**config.mk**
```make
export PLATFORM = sky130hd
export DESIGN_NAME = itd_engine
export DESIGN_NICKNAME = d
export VERILOG_FILES = /design/src/rtl/itd_pkg.sv /design/src/rtl/itd_engine.sv
export VERILOG_INCLUDE_DIRS = /design/src /design/src/rtl
export SDC_FILE = /design/constraint.sdc
export NUM_CORES = 2
export LEC_CHECK = 0
export BUFFER_PORTS_ARGS = -buffer_cell sky130_fd_sc_hd__buf_2
export CORE_ASPECT_RATIO = 2
export CORE_MARGIN = 5
export CORE_UTILIZATION = 55
export CTS_BUF_LIST = sky130_fd_sc_hd__clkbuf_8
export DETAILED_ROUTE_END_ITERATION = 7
export PLACE_DENSITY = 0.78
export SLEW_MARGIN = 20
export SYNTH_ARGS = -nofsm -noshare
export SYNTH_HDL_FRONTEND = slang
export SYNTH_SLANG_ARGS = --single-unit
```
**constraint.sdc**
```tcl
create_clock -name clock -period 11.65 [get_ports clock]
set_input_delay 1.165 -clock clock [delete_from_list [all_inputs] [get_ports clock]]
set_output_delay 1.165 -clock clock [all_outputs]
set_load 0.02 [all_outputs]
```
**src/rtl/itd_dma_regs.svh**
```systemverilog
// Constants of the interrupt-triggered transfer engine
`ifndef ITD_DMA_REGS_SVH
`define ITD_DMA_REGS_SVH

// ==========================================================
// Register port offsets and control bit
`define ITD_OFF_CTRL 8'h00
`define ITD_OFF_STATUS 8'h04
`define ITD_OFF_ESTIMATE 8'h08
`define ITD_OFF_MEASURED 8'h0C
`define ITD_CTRL_ROUTE 0

// ==========================================================
// Transfer setup word fields
`define ITD_M_SIZE16 1
`define ITD_M_SRC_MEM 2
`define ITD_M_SRC_INC 3
`define ITD_M_DST_INC 4
`define ITD_M_ADD 5
`define ITD_M_BURST 6
`define ITD_M_CHAIN 7
`define ITD_M_IRQ_EN 8
`define ITD_M_MULTI 9
`define ITD_M_PQ_LO 10
`define ITD_M_PQ_HI 12

// ==========================================================
// Address space, trigger level and descriptor layout
`define ITD_LOW_LIMIT 32'h0200_0000
`define ITD_HIGH_BASE 32'hFE00_0000
`define ITD_TRIG_LEVEL 3'h7
`define ITD_OFF_COUNT 32'h0000_0002
`define ITD_OFF_FIRST 32'h0000_0004
`define ITD_FIELD_BYTES 32'h0000_0004
`define ITD_PAIR_BYTES 32'h0000_0008
`define ITD_WB_LEN_PLAIN 4'hA
`define ITD_WB_LEN_ADD 4'hE
`define ITD_WB_LEN_COUNT 4'h2
`define ITD_WORD_LEN 4'h4
`define ITD_NO_FIELD 3'h5

// ==========================================================
// Timing figures, in clock cycles
`define ITD_IRQ_DELAY 4'h8
`define ITD_T_BASE 6
`define ITD_T_XFER 26
`define ITD_T_MULTI 2
`define ITD_T_CHAIN 4
`define ITD_T_ADD_FIX 7
`define ITD_T_ADD_INC 8
`define ITD_T_M_BASE 21
`define ITD_T_M_PAIR 11

`endif

```
**src/rtl/itd_pkg.sv**
```systemverilog
// Types shared by the interrupt-triggered transfer engine
package itd_pkg;

  // ==========================================================
  // Sequencer states
  typedef enum logic [3:0] {
    S_IDLE, S_VEC, S_HDR, S_FLD, S_SRC, S_OPR, S_DST, S_UPD, S_WB, S_CHAIN
  } itd_st_t;

  // ==========================================================
  // Complete engine state
  typedef struct packed {
    itd_st_t st;
    logic [3:0] idx;
    logic req;
    logic we;
    logic [31:0] addr;
    logic [7:0] wdata;
    logic [31:0] rd;
    logic [31:0] vec;
    logic [31:0] base;
    logic [15:0] mode;
    logic [15:0] count;
    logic [31:0] source_pointer;
    logic [31:0] addend_pointer;
    logic [31:0] destination_pointer;
    logic [31:0] next_descriptor_pointer;
    logic [31:0] completion_handler_pointer;
    logic [15:0] data;
    logic [2:0] fi;
    logic [2:0] pair;
    logic [3:0] irq_cnt;
    logic irq;
    logic [31:0] irq_addr;
    logic ack;
    logic hold;
    logic route;
    logic [31:0] rdata;
    logic [31:0] est;
    logic [31:0] meas;
  } itd_state_t;

endpackage : itd_pkg

```
**src/rtl/itd_engine.sv**
```systemverilog
// Interrupt-triggered descriptor transfer engine
//
// The register addresses and strobed register access were chosen for this implementation.
`timescale 1ns/1ps
`include "itd_dma_regs.svh"

module itd_engine
  import itd_pkg::*;
(
  input wire logic clock,
  input wire logic rstn,
  input wire logic trig_valid,
  input wire logic [2:0] trig_level,
  input wire logic [31:0] trig_vector_addr,
  output logic trig_ack_q,
  output logic hold_irq_q,
  output logic irq_q,
  output logic [31:0] irq_handler_q,
  output logic mem_req_q,
  output logic mem_we_q,
  output logic [31:0] mem_addr_q,
  output logic [7:0] mem_wdata_q,
  input wire logic [7:0] mem_rdata,
  input wire logic mem_ack,
  input wire logic [7:0] reg_addr,
  input wire logic [31:0] reg_wdata,
  input wire logic reg_we,
  input wire logic reg_re,
  output logic [31:0] reg_rdata_q
);

  itd_state_t s_q, s_d;

  // ==========================================================
  // Helpers
  // Bus address of a linear pointer; the gap folds onto the high region
  function automatic logic [31:0] itd_phys(input logic [31:0] a);
    if (a >= `ITD_LOW_LIMIT && a < `ITD_HIGH_BASE)
      return a - `ITD_LOW_LIMIT + `ITD_HIGH_BASE;
    return a;
  endfunction : itd_phys

  // Whether a descriptor field is present for this setup word
  function automatic logic itd_need(input logic [2:0] f,
                                    input logic [15:0] m);
    if (m[`ITD_M_MULTI])
      return (f == 3'h0) || (f == 3'h2);
    case (f)
      3'h0: return 1'b1;
      3'h1: return m[`ITD_M_ADD];
      3'h2: return 1'b1;
      3'h3: return m[`ITD_M_CHAIN];
      3'h4: return m[`ITD_M_IRQ_EN];
      default: return 1'b0;
    endcase
  endfunction : itd_need

  // Next present field after f, or none
  function automatic logic [2:0] itd_next(input logic [2:0] f,
                                          input logic [15:0] m);
    logic [2:0] r;
    r = `ITD_NO_FIELD;
    for (int j = 4; j >= 0; j--)
      if (3'(j) > f && itd_need(3'(j), m))
        r = 3'(j);
    return r;
  endfunction : itd_next

  // Byte offset of a field inside the descriptor
  function automatic logic [31:0] itd_off(input logic [2:0] f,
                                          input logic [15:0] m,
                                          input logic [2:0] p);
    logic [31:0] d;
    d = m[`ITD_M_ADD] ? `ITD_OFF_FIRST + 2 * `ITD_FIELD_BYTES
                      : `ITD_OFF_FIRST + `ITD_FIELD_BYTES;
    if (m[`ITD_M_MULTI])
      return `ITD_OFF_FIRST + 32'(p) * `ITD_PAIR_BYTES
             + (f == 3'h2 ? `ITD_FIELD_BYTES : 32'h0);
    case (f)
      3'h0: return `ITD_OFF_FIRST;
      3'h1: return `ITD_OFF_FIRST + `ITD_FIELD_BYTES;
      3'h2: return d;
      3'h3: return d + `ITD_FIELD_BYTES;
      default: return d + `ITD_FIELD_BYTES
                      + (m[`ITD_M_CHAIN] ? `ITD_FIELD_BYTES : 32'h0);
    endcase
  endfunction : itd_off

  // ==========================================================
  // Decoded setup word
  logic size16, src_mem, src_inc, dst_inc, add_mode, burst, chain, irq_en;
  logic multi;
  logic [2:0] pair_quantity;
  logic [31:0] step;
  logic [15:0] imm_data;
  logic [111:0] wb_vec;

  assign size16 = s_q.mode[`ITD_M_SIZE16];
  assign src_mem = s_q.mode[`ITD_M_SRC_MEM];
  assign src_inc = s_q.mode[`ITD_M_SRC_INC];
  assign dst_inc = s_q.mode[`ITD_M_DST_INC];
  assign add_mode = s_q.mode[`ITD_M_ADD];
  assign burst = s_q.mode[`ITD_M_BURST];
  assign chain = s_q.mode[`ITD_M_CHAIN];
  assign irq_en = s_q.mode[`ITD_M_IRQ_EN];
  assign multi = s_q.mode[`ITD_M_MULTI];
  assign pair_quantity = s_q.mode[`ITD_M_PQ_HI:`ITD_M_PQ_LO];
  assign step = size16 ? 32'h0000_0002 : 32'h0000_0001;
  // Immediate operand keeps only the low byte or low half
  assign imm_data = size16 ? s_q.source_pointer[15:0]
                           : {8'h00, s_q.source_pointer[7:0]};
  // Count and pointers in descriptor order for write-back
  assign wb_vec = add_mode ? {s_q.destination_pointer, s_q.addend_pointer, s_q.source_pointer, s_q.count}
                           : {32'h0, s_q.destination_pointer, s_q.source_pointer, s_q.count};

  // ==========================================================
  // Access of the current state: address, direction, byte, length
  logic [31:0] acc_addr;
  logic acc_we;
  logic [7:0] acc_byte;
  logic [3:0] acc_len;
  logic [31:0] off_byte;

  always_comb
  begin
    off_byte = 32'(s_q.idx);
    acc_addr = 32'h0;
    acc_we = 1'b0;
    acc_byte = 8'h00;
    acc_len = `ITD_WORD_LEN;
    case (s_q.st)
      S_VEC: acc_addr = s_q.vec + off_byte;
      S_HDR: acc_addr = s_q.base + off_byte;
      S_FLD: acc_addr = s_q.base
                        + itd_off(s_q.fi, s_q.mode, s_q.pair) + off_byte;
      S_SRC:
      begin
        acc_addr = itd_phys(s_q.source_pointer + off_byte);
        acc_len = size16 ? 4'h2 : 4'h1;
      end
      S_OPR:
      begin
        acc_addr = itd_phys(s_q.addend_pointer + off_byte);
        acc_len = size16 ? 4'h2 : 4'h1;
      end
      S_DST:
      begin
        acc_addr = itd_phys(s_q.destination_pointer + off_byte);
        acc_we = 1'b1;
        acc_byte = s_q.data[{s_q.idx[0], 3'b000} +: 8];
        acc_len = size16 ? 4'h2 : 4'h1;
      end
      S_WB:
      begin
        acc_addr = s_q.base + `ITD_OFF_COUNT + off_byte;
        acc_we = 1'b1;
        acc_byte = wb_vec[{s_q.idx, 3'b000} +: 8];
        acc_len = multi ? `ITD_WB_LEN_COUNT
                : add_mode ? `ITD_WB_LEN_ADD : `ITD_WB_LEN_PLAIN;
      end
      S_CHAIN:
      begin
        acc_addr = s_q.vec + off_byte;
        acc_we = 1'b1;
        acc_byte = s_q.next_descriptor_pointer[{s_q.idx[1:0], 3'b000} +: 8];
      end
      default: acc_len = `ITD_WORD_LEN;
    endcase
  end

  // ==========================================================
  // Next-state logic
  logic is_mem, last;
  logic [31:0] rd_new;
  logic [2:0] nf;
  logic fin_irq;
  itd_st_t xfer_st;
  int est_i;

  always_comb
  begin
    est_i = 0;
    s_d = s_q;
    s_d.ack = 1'b0;
    s_d.irq = (s_q.irq_cnt == 4'h1);
    s_d.irq_cnt = (s_q.irq_cnt != 4'h0) ? s_q.irq_cnt - 4'h1 : 4'h0;
    s_d.meas = (s_q.st != S_IDLE) ? s_q.meas + 32'h1 : s_q.meas;
    is_mem = (s_q.st != S_IDLE) && (s_q.st != S_UPD);
    rd_new = s_q.rd;
    rd_new[{s_q.idx[1:0], 3'b000} +: 8] = mem_rdata;
    last = s_q.req && mem_ack && (s_q.idx == acc_len - 4'h1);
    nf = itd_next(s_q.fi, s_q.mode);
    xfer_st = src_mem ? S_SRC : (add_mode ? S_OPR : S_DST);
    fin_irq = 1'b0;

    // Byte handshake shared by every memory state
    if (is_mem)
    begin
      if (!s_q.req)
      begin
        s_d.req = 1'b1;
        s_d.we = acc_we;
        s_d.addr = acc_addr;
        s_d.wdata = acc_byte;
      end
      else if (mem_ack)
      begin
        s_d.req = 1'b0;
        s_d.we = 1'b0;
        s_d.rd = rd_new;
        s_d.idx = last ? 4'h0 : s_q.idx + 4'h1;
      end
    end

    case (s_q.st)
      S_IDLE:
      begin
        s_d.hold = 1'b0;
        if (trig_valid && s_q.route && trig_level == `ITD_TRIG_LEVEL)
        begin
          s_d.ack = 1'b1;
          s_d.vec = trig_vector_addr;
          s_d.meas = 32'h0;
          s_d.st = S_VEC;
        end
      end
      S_VEC:
        if (last)
        begin
          s_d.base = rd_new;
          s_d.st = S_HDR;
        end
      S_HDR:
        if (last)
        begin
          s_d.mode = rd_new[15:0];
          s_d.count = rd_new[31:16];
          s_d.fi = 3'h0;
          s_d.pair = 3'h0;
          s_d.st = S_FLD;
        end
      S_FLD:
        if (last)
        begin
          case (s_q.fi)
            3'h0: s_d.source_pointer = rd_new;
            3'h1: s_d.addend_pointer = rd_new;
            3'h2: s_d.destination_pointer = rd_new;
            3'h3: s_d.next_descriptor_pointer = rd_new;
            default: s_d.completion_handler_pointer = rd_new;
          endcase
          s_d.fi = nf;
          if (nf == `ITD_NO_FIELD)
          begin
            if (s_q.count == 16'h0000)
              s_d.st = S_IDLE;
            else if (multi)
              s_d.st = S_SRC;
            else
            begin
              s_d.st = xfer_st;
              s_d.data = imm_data;
              s_d.hold = burst;
            end
          end
        end
      S_SRC:
        if (last)
        begin
          s_d.data = size16 ? rd_new[15:0] : {8'h00, rd_new[7:0]};
          s_d.st = (add_mode && !multi) ? S_OPR : S_DST;
        end
      S_OPR:
        if (last)
        begin
          s_d.data = size16 ? s_q.data + rd_new[15:0]
                            : {8'h00, s_q.data[7:0] + rd_new[7:0]};
          s_d.st = S_DST;
        end
      S_DST:
        if (last)
        begin
          fin_irq = !multi && irq_en && s_q.count == 16'h0001;
          if (fin_irq)
          begin
            s_d.irq_cnt = `ITD_IRQ_DELAY - 4'h1;
            s_d.irq_addr = s_q.completion_handler_pointer;
          end
          s_d.st = S_UPD;
        end
      S_UPD:
        if (multi && s_q.pair + 3'h1 < pair_quantity)
        begin
          s_d.pair = s_q.pair + 3'h1;
          s_d.fi = 3'h0;
          s_d.st = S_FLD;
        end
        else
        begin
          s_d.count = s_q.count - 16'h0001;
          if (!multi)
          begin
            // Unsigned add wraps past the top to zero
            if (src_mem && src_inc)
              s_d.source_pointer = s_q.source_pointer + step;
            if (add_mode && src_mem && src_inc)
              s_d.addend_pointer = s_q.addend_pointer + step;
            if (dst_inc)
              s_d.destination_pointer = s_q.destination_pointer + step;
          end
          s_d.st = S_WB;
        end
      S_WB:
        if (last)
        begin
          if (!multi && burst && s_q.count != 16'h0000)
          begin
            s_d.st = xfer_st;
            s_d.data = imm_data;
          end
          else if (!multi && chain && s_q.count == 16'h0000)
            s_d.st = S_CHAIN;
          else
            s_d.st = S_IDLE;
        end
      S_CHAIN:
        if (last)
          s_d.st = S_IDLE;
      default: s_d.st = S_IDLE;
    endcase

    // Service-time estimate from the freshly read setup word
    if (s_q.st == S_FLD && last && nf == `ITD_NO_FIELD)
    begin
      if (multi)
        est_i = `ITD_T_M_BASE + (`ITD_T_M_PAIR + int'(!src_inc)
                + int'(!dst_inc)) * int'(pair_quantity);
      else
      begin
        est_i = `ITD_T_XFER - int'(src_mem) + int'(!src_inc)
                + int'(!dst_inc);
        if (add_mode)
          est_i = est_i + (src_inc ? `ITD_T_ADD_INC : `ITD_T_ADD_FIX);
        if (burst)
          est_i = est_i * int'(s_q.count);
        est_i = est_i + `ITD_T_BASE;
        if (s_q.count >= 16'(`ITD_T_MULTI))
          est_i = est_i + `ITD_T_CHAIN + (chain ? `ITD_T_CHAIN : 0);
      end
      s_d.est = 32'(est_i);
    end

    // Register port: control write and one-cycle read data
    if (reg_we && reg_addr == `ITD_OFF_CTRL)
      s_d.route = reg_wdata[`ITD_CTRL_ROUTE];
    s_d.rdata = 32'h0;
    if (reg_re)
      case (reg_addr)
        `ITD_OFF_CTRL: s_d.rdata = {31'h0, s_q.route};
        `ITD_OFF_STATUS: s_d.rdata = {s_q.count, 13'h0, s_q.irq_cnt != 4'h0,
                                      s_q.hold, s_q.st != S_IDLE};
        `ITD_OFF_ESTIMATE: s_d.rdata = s_q.est;
        `ITD_OFF_MEASURED: s_d.rdata = s_q.meas;
        default: s_d.rdata = 32'h0;
      endcase
  end

  // ==========================================================
  // State register
  always_ff @(posedge clock)
  begin
    if (!rstn)
      s_q <= '0;
    else
      s_q <= s_d;
  end

  // Outputs straight from the state register
  assign trig_ack_q = s_q.ack;
  assign hold_irq_q = s_q.hold;
  assign irq_q = s_q.irq;
  assign irq_handler_q = s_q.irq_addr;
  assign mem_req_q = s_q.req;
  assign mem_we_q = s_q.we;
  assign mem_addr_q = s_q.addr;
  assign mem_wdata_q = s_q.wdata;
  assign reg_rdata_q = s_q.rdata;
endmodule : itd_engine

```
# == Yosys cells after proc, flatten, opt, wreduce, memory -nomap -nowiden ==
# Index checks and enable logic that the tools add are counted.
# word_totals
ff_bits,493
inputBits,89
out_inout_bits,109
wordCells,317
# classes
add_sub_neg,41
n_mul,2
magnitude_cmp,13
eq_ne,44
shifts,5
n_mux,116
n_bitwise,2
reduce_logical,66
# ops
op,n
$mux 32,28
$add 32x4->32,8
$pmux 32 s4,2
$mux 112,2
$pmux 32 s7,1
$pmux 96 s2,1
$mux 179,1
$mux 16,11
$shiftx 112x8->8,1
$add 32x2->32,3
$add 32x32->32 const B,3
$ge 32x26->1 const B,3
$lt 32x32->1 const B,3
$mux 96,1
$sub 32x26->32 const B,3
$mux 4,21
$add 32x4->32 const B,2
$pmux 16 s4,1
$ne 2x2->1 const B,21
$pmux 4 s10,1
$add 32x1->32 const B,1
$add 32x2->32 const B,1
$add 32x32->32,1
$add 5x32->32,1
73 further kinds,168

# == Logic depth before layout (Yosys ltp) ==
# depth
depth_word,20
ltp_mapped,33
depth_no_buf,31

# == Worst setup path before layout ==
# OpenSTA, ideal clock, no wires.
# synth_path
path_kind,register to register
start,reg s_q[337] (netlist name)
end,reg s_q[55] (netlist name)
setup_ps,118
arrival_time_ps,8101
required_ps,11532
setup_slack_ps,3430
path_stages_with_launch,32
path_buffers,0
period_less_slack_ps,8220
path_cell_list,dfxtp_1 inv_1 fa_1 xor2_1 inv_1 fa_1 xnor2_1 nand2_1 o21ai_0 and2_1 fa_1 inv_1 fa_1 inv_1 ha_1 ha_1 inv_1 fa_1 fa_1 inv_1 ha_1 and3_1 a221oi_4 a21oi_2 mux2_4 or3_4 nor3_4 a21boi_2 o211ai_2 nor4b_2 xnor2_1 o21ai_1
# synth_via
elab_chain_cells,16
elab_cells_between_ends,17
classes_between,add/sub: 6; mul: 1; mux: 9; reduce/logical: 1
# synth_lines
element,line,source
from (decl),itd_engine.sv:32,"itd_state_t s_q, s_d;"
from (signal assigned),itd_engine.sv:373,s_q <= '0;
from (signal assigned),itd_engine.sv:375,s_q <= s_d;
$logic_not 1->1,itd_engine.sv:340,est_i = `ITD_T_XFER - int'(src_mem) + int'(!src_inc)
$add 6x2->7 (no source line),--,
$add 7x2->8 (no source line),--,
$add 8x5->9,itd_engine.sv:343,est_i = est_i + (src_inc ? `ITD_T_ADD_INC : `ITD_T_ADD_FIX);
$mux 32 (*),itd_engine.sv:342,if (add_mode)
$mux 32 (*),itd_engine.sv:335,if (multi)
$mux 32 (*),itd_engine.sv:333,if (s_q.st == S_FLD && last && nf == `ITD_NO_FIELD)
$mul 32x17->32,itd_engine.sv:345,est_i = est_i * int'(s_q.count);
$mux 32 (*),itd_engine.sv:344,if (burst)
$mux 32 (*),itd_engine.sv:335,
$mux 32 (*),itd_engine.sv:333,
$add 32x4->32 (no source line) (*),--,
$add 32x4->32 (no source line),--,
$add 32x4->32,itd_engine.sv:348,est_i = est_i + `ITD_T_CHAIN + (chain ? `ITD_T_CHAIN : 0);
$mux 32 (*),itd_engine.sv:347,if (s_q.count >= 16'(`ITD_T_MULTI))
$mux 32 (*),itd_engine.sv:335,
# Every way passes the cells marked *; elsewhere a longest branch is shown, timed or not. The select of a mux whose other input is x is not followed.
# A chain may end at the register's enable or synchronous reset.

# == Final worst setup path ==
# layout_path
start,reg s_q[337] (netlist name)
end,reg s_q[49] (netlist name)
# The elaborated chain is that of the path after synthesis.

==> qor.yml <==
status: "finished with violations"
violations: "design-rule violations"
path_buf_inv: 7
relSlewSlack_pct: 16.31
seq_area_frac_synth_pct: 26.39
max_cap_viol_count: 0
switching_share_pct: 24.80
synth-edff-count: 0
yosysMostFrequentCell: "nor2_1"
tns_ps: 0
cp_top_family: "adder cells"
drive_gt1_share_pct: 10.44
cp-start-kind: "flop"
netlist_area_um2: 36940
clock_path_buffers: 3
syn-num-nets: 5292
r2r_slack_ps: 2290
worst_slew_pin_slew_ps: 1255
antenna_found_initial: 3
p_int_mw: 2.486
fin_crit_sh_pct: 80.38
peakVddDrop_uv: 78.58
crit_slowest_cell: "nor4_1"
viasPerCell: 6.473
crit_path_end: "s_q[49]"
synth-warning-count: 0
ant_nets: 0
dr_total_vias: 37130
rr_startpoint: "s_q[337]"
synth-main-ff-cell: "dfxtp_1"
crit_path_start: "s_q[337]"
path_max_fanout: 17
dieArea_um2: 72750
final_nets: 5160
syn-instance-count: 4928
avgSynthCellArea_um2: 7.495
grt_overflow: 0
synth_commonest_cells: "nor2_1 (611), nand2_1 (530), dfxtp_1 (487)"
path_class: "flop to flop"
fin_skew_ps: 49.64
syn2layout_area_growth_pct: 5.765
postCtsSetupBuffers: 0
endpoint_kind: "flop"
synthXorXnorAreaFrac_pct: 5.003
cts_hold_buffers: 0
ctsRootBufferMaster: "clkbuf_8"
gp_congestion: 1.062
power_frac_comb_pct: 2.1
clock-sinks: 487
period_needed_ps: 9364
grt_pass1_vias: 36040
dr.pass1.iters: 8
synthSimpleGateAreaFrac_pct: 23.84
htreeDepth: 3
switchingPower_mw: 0.8199
hold_violations: 0
max_freq_mhz: 106.8
synthAdderAreaFrac_pct: 10.83
clkTransAtPathRegs_ps: 80
final-setup-viol-count: 0
grt_max_degree: 104
post-route-drc-count: 2
timing.rr.end: "s_q[49]"
cp.required_ps: 12330
fillers: 6291
worst-path-stages: 31
synth_top_area_cell: "dfxtp_1"
crit_arrival_ps: 10050
slew_violations: 0
clockPowerShare_pct: 47.6
initial_core_util_pct: 55.35
synth_top_area_share_pct: 26.39
synth-compound-area-share_pct: 20.93
hp-class: "flop to flop"
grt_pass1_wl_um: 210100
reg2regPathDepth: 31
leakagePower_nw: 14.71
synth_top_family_by_area: "simple AND/OR/NAND/NOR gates"
synth_top_cells_by_area: "dfxtp_1 (26%), ha_1 (6.9%), a21oi_1 (6.3%), nor2_1 (6.2%), nand2_1 (5.4%)"
synthMuxAreaShare_pct: 4.885
finalPower_mw: 3.306
insertion_delay_ps: 760
ys_seq_elements: 487
core_um2: 66730
ioPinCount: 198
port_buffers: 166
cts_made_buffers: 74
rsz0062_at_grt: "false"
die_y_um: 376.5
die_w_um: 193.2
place.detailed.hpwl_um: 103600
async_flop_share_pct: 0
cts.repair.resized: 0
drtIter0Drc: 3689
whs_ps: 448.8
yosys.cell_types.count: 110
finalWirelength_um: 139300
grtUsageTotal_pct: 36.81
rows: 134
cts_tree: "built"
cellPowerDensity_nw_per_um2: 84.63
slowest_delay_ps: 610
p_seq_share_pct: 50.3
wl_per_cell_um: 24.28
[state kept, by name, indices dropped and copies added (netlist names)]
name	flops
s_q	365
off_byte	4
mem_addr_q	32
mem_we_q	1
hold_irq_q	1
reg_rdata_q	32
chain	1
multi	1
trig_ack_q	1
dst_inc	1
mem_wdata_q	8
mem_req_q	1
irq_en	1
irq_handler_q	32
add_mode	1
pair_quantity	3
irq_q	1
burst	1
[power by group through the flow]
stage | logic [mW] | registers (mW) | clock network (mW)
2_1_floorplan | 0.0343 | 1.70 | 0
3_3_place_gp | 0.0674 | 1.70 | 0
3_5_place_dp | 0.0677 | 1.70 | 0
4_1_cts | 0.0677 | 1.66 | 1.58
5_1_grt | 0.0721 | 1.66 | 1.65
6_report | 0.0696 | 1.66 | 1.57
[per-stage QoR]
stage / std cells / utilization [%] / worst slack (ps) / area, µm²
final: 5736 / 58.54 / 2286 / 39070
after global routing: 5733 / 58.53 / 1832 / 39060
after CTS: 5732 / 58.47 / 2396 / 39020
after detailed placement: 5604 / 56.12 / 2444 / 37450
after global placement: 5604 / 56.12 / 2569 / 37450
after floorplan: 4928 / - / 3430 / 36940
[layout make-up]
cell class	count	area, µm²	area share (%)
antenna	4	10.01	0.02562
clock buffer	87	1197	3.065
clock inverter	41	375.4	0.9608
inverter	232	878.3	2.248
multi-input combinational	3761	24360	62.35
sequential	487	9753	24.97
tap	884	1106	2.831
timing repair buffer	240	1386	3.549
[worst min path at each step]
stage / cells after the start / endpoint / slack, ps / from
after floorplan: 2 / s_q[50] / 420 / s_q[50]
after global placement: 2 / s_q[51] / 430 / s_q[51]
after detailed placement: 2 / s_q[53] / 440 / s_q[53]
after CTS: 2 / irq_handler_q[16] / 450 / s_q[174]
after global routing: 2 / s_q[184] / 470 / s_q[184]
final: 2 / irq_handler_q[16] / 450 / s_q[174]
[worst min-delay path, delay by kind of cell, from the launching register on]
family / cells / cell delay, ps
flops: 1 / 310
simple gates: 1 / 50
compound gates: 1 / 50
[placed cells by master, fill, tap and decap left out, types with 27 or more instances in the layout]
cell type / Yosys / routed
ha_1: 203 / 203
a22oi_1: 69 / 69
and3_1: 46 / 46
and2_1: 56 / 56
a21o_1: 33 / 33
nor3_1: 124 / 120
or2_2: 38 / 38
nor2b_1: 70 / 70
nor2_1: 611 / 607
nand4_1: 58 / 58
nand2_1: 530 / 526
mux2i_1: 102 / 102
nand3_1: 147 / 147
xor2_1: 86 / 86
nand2b_1: 34 / 34
o21ai_0: 254 / 253
a31oi_1: 34 / 34
a21oi_1: 465 / 455
clkbuf_8: 0 / 87
a211oi_1: 110 / 110
o211ai_1: 27 / 27
xnor2_1: 125 / 125
or3_1: 43 / 41
inv_1: 229 / 245
o22ai_1: 47 / 47
dfxtp_1: 487 / 486
fa_1: 72 / 72
buf_2: 25 / 166
buf_4: 105 / 74
[kinds of logic after synthesis]
kind of cell | after synthesis
AO/OA/AOI/OAI | 1246
XOR/XNOR | 211
adder cells (fa/ha/maj) | 277
buffers and inverters | 680
flip-flops | 487
multiplexers | 148
AND/OR/NAND/NOR | 1879
[metal layers]
layer	track usage, %	vias to the layer above	share of wire [%]
met4	36.06	0	13
met1	37.51	17330	33
met5	0	-	0
met3	6.753	808	7.7
li1	-	16910	-
met2	62.29	2081	47
(Power assumes the default switching activity.)
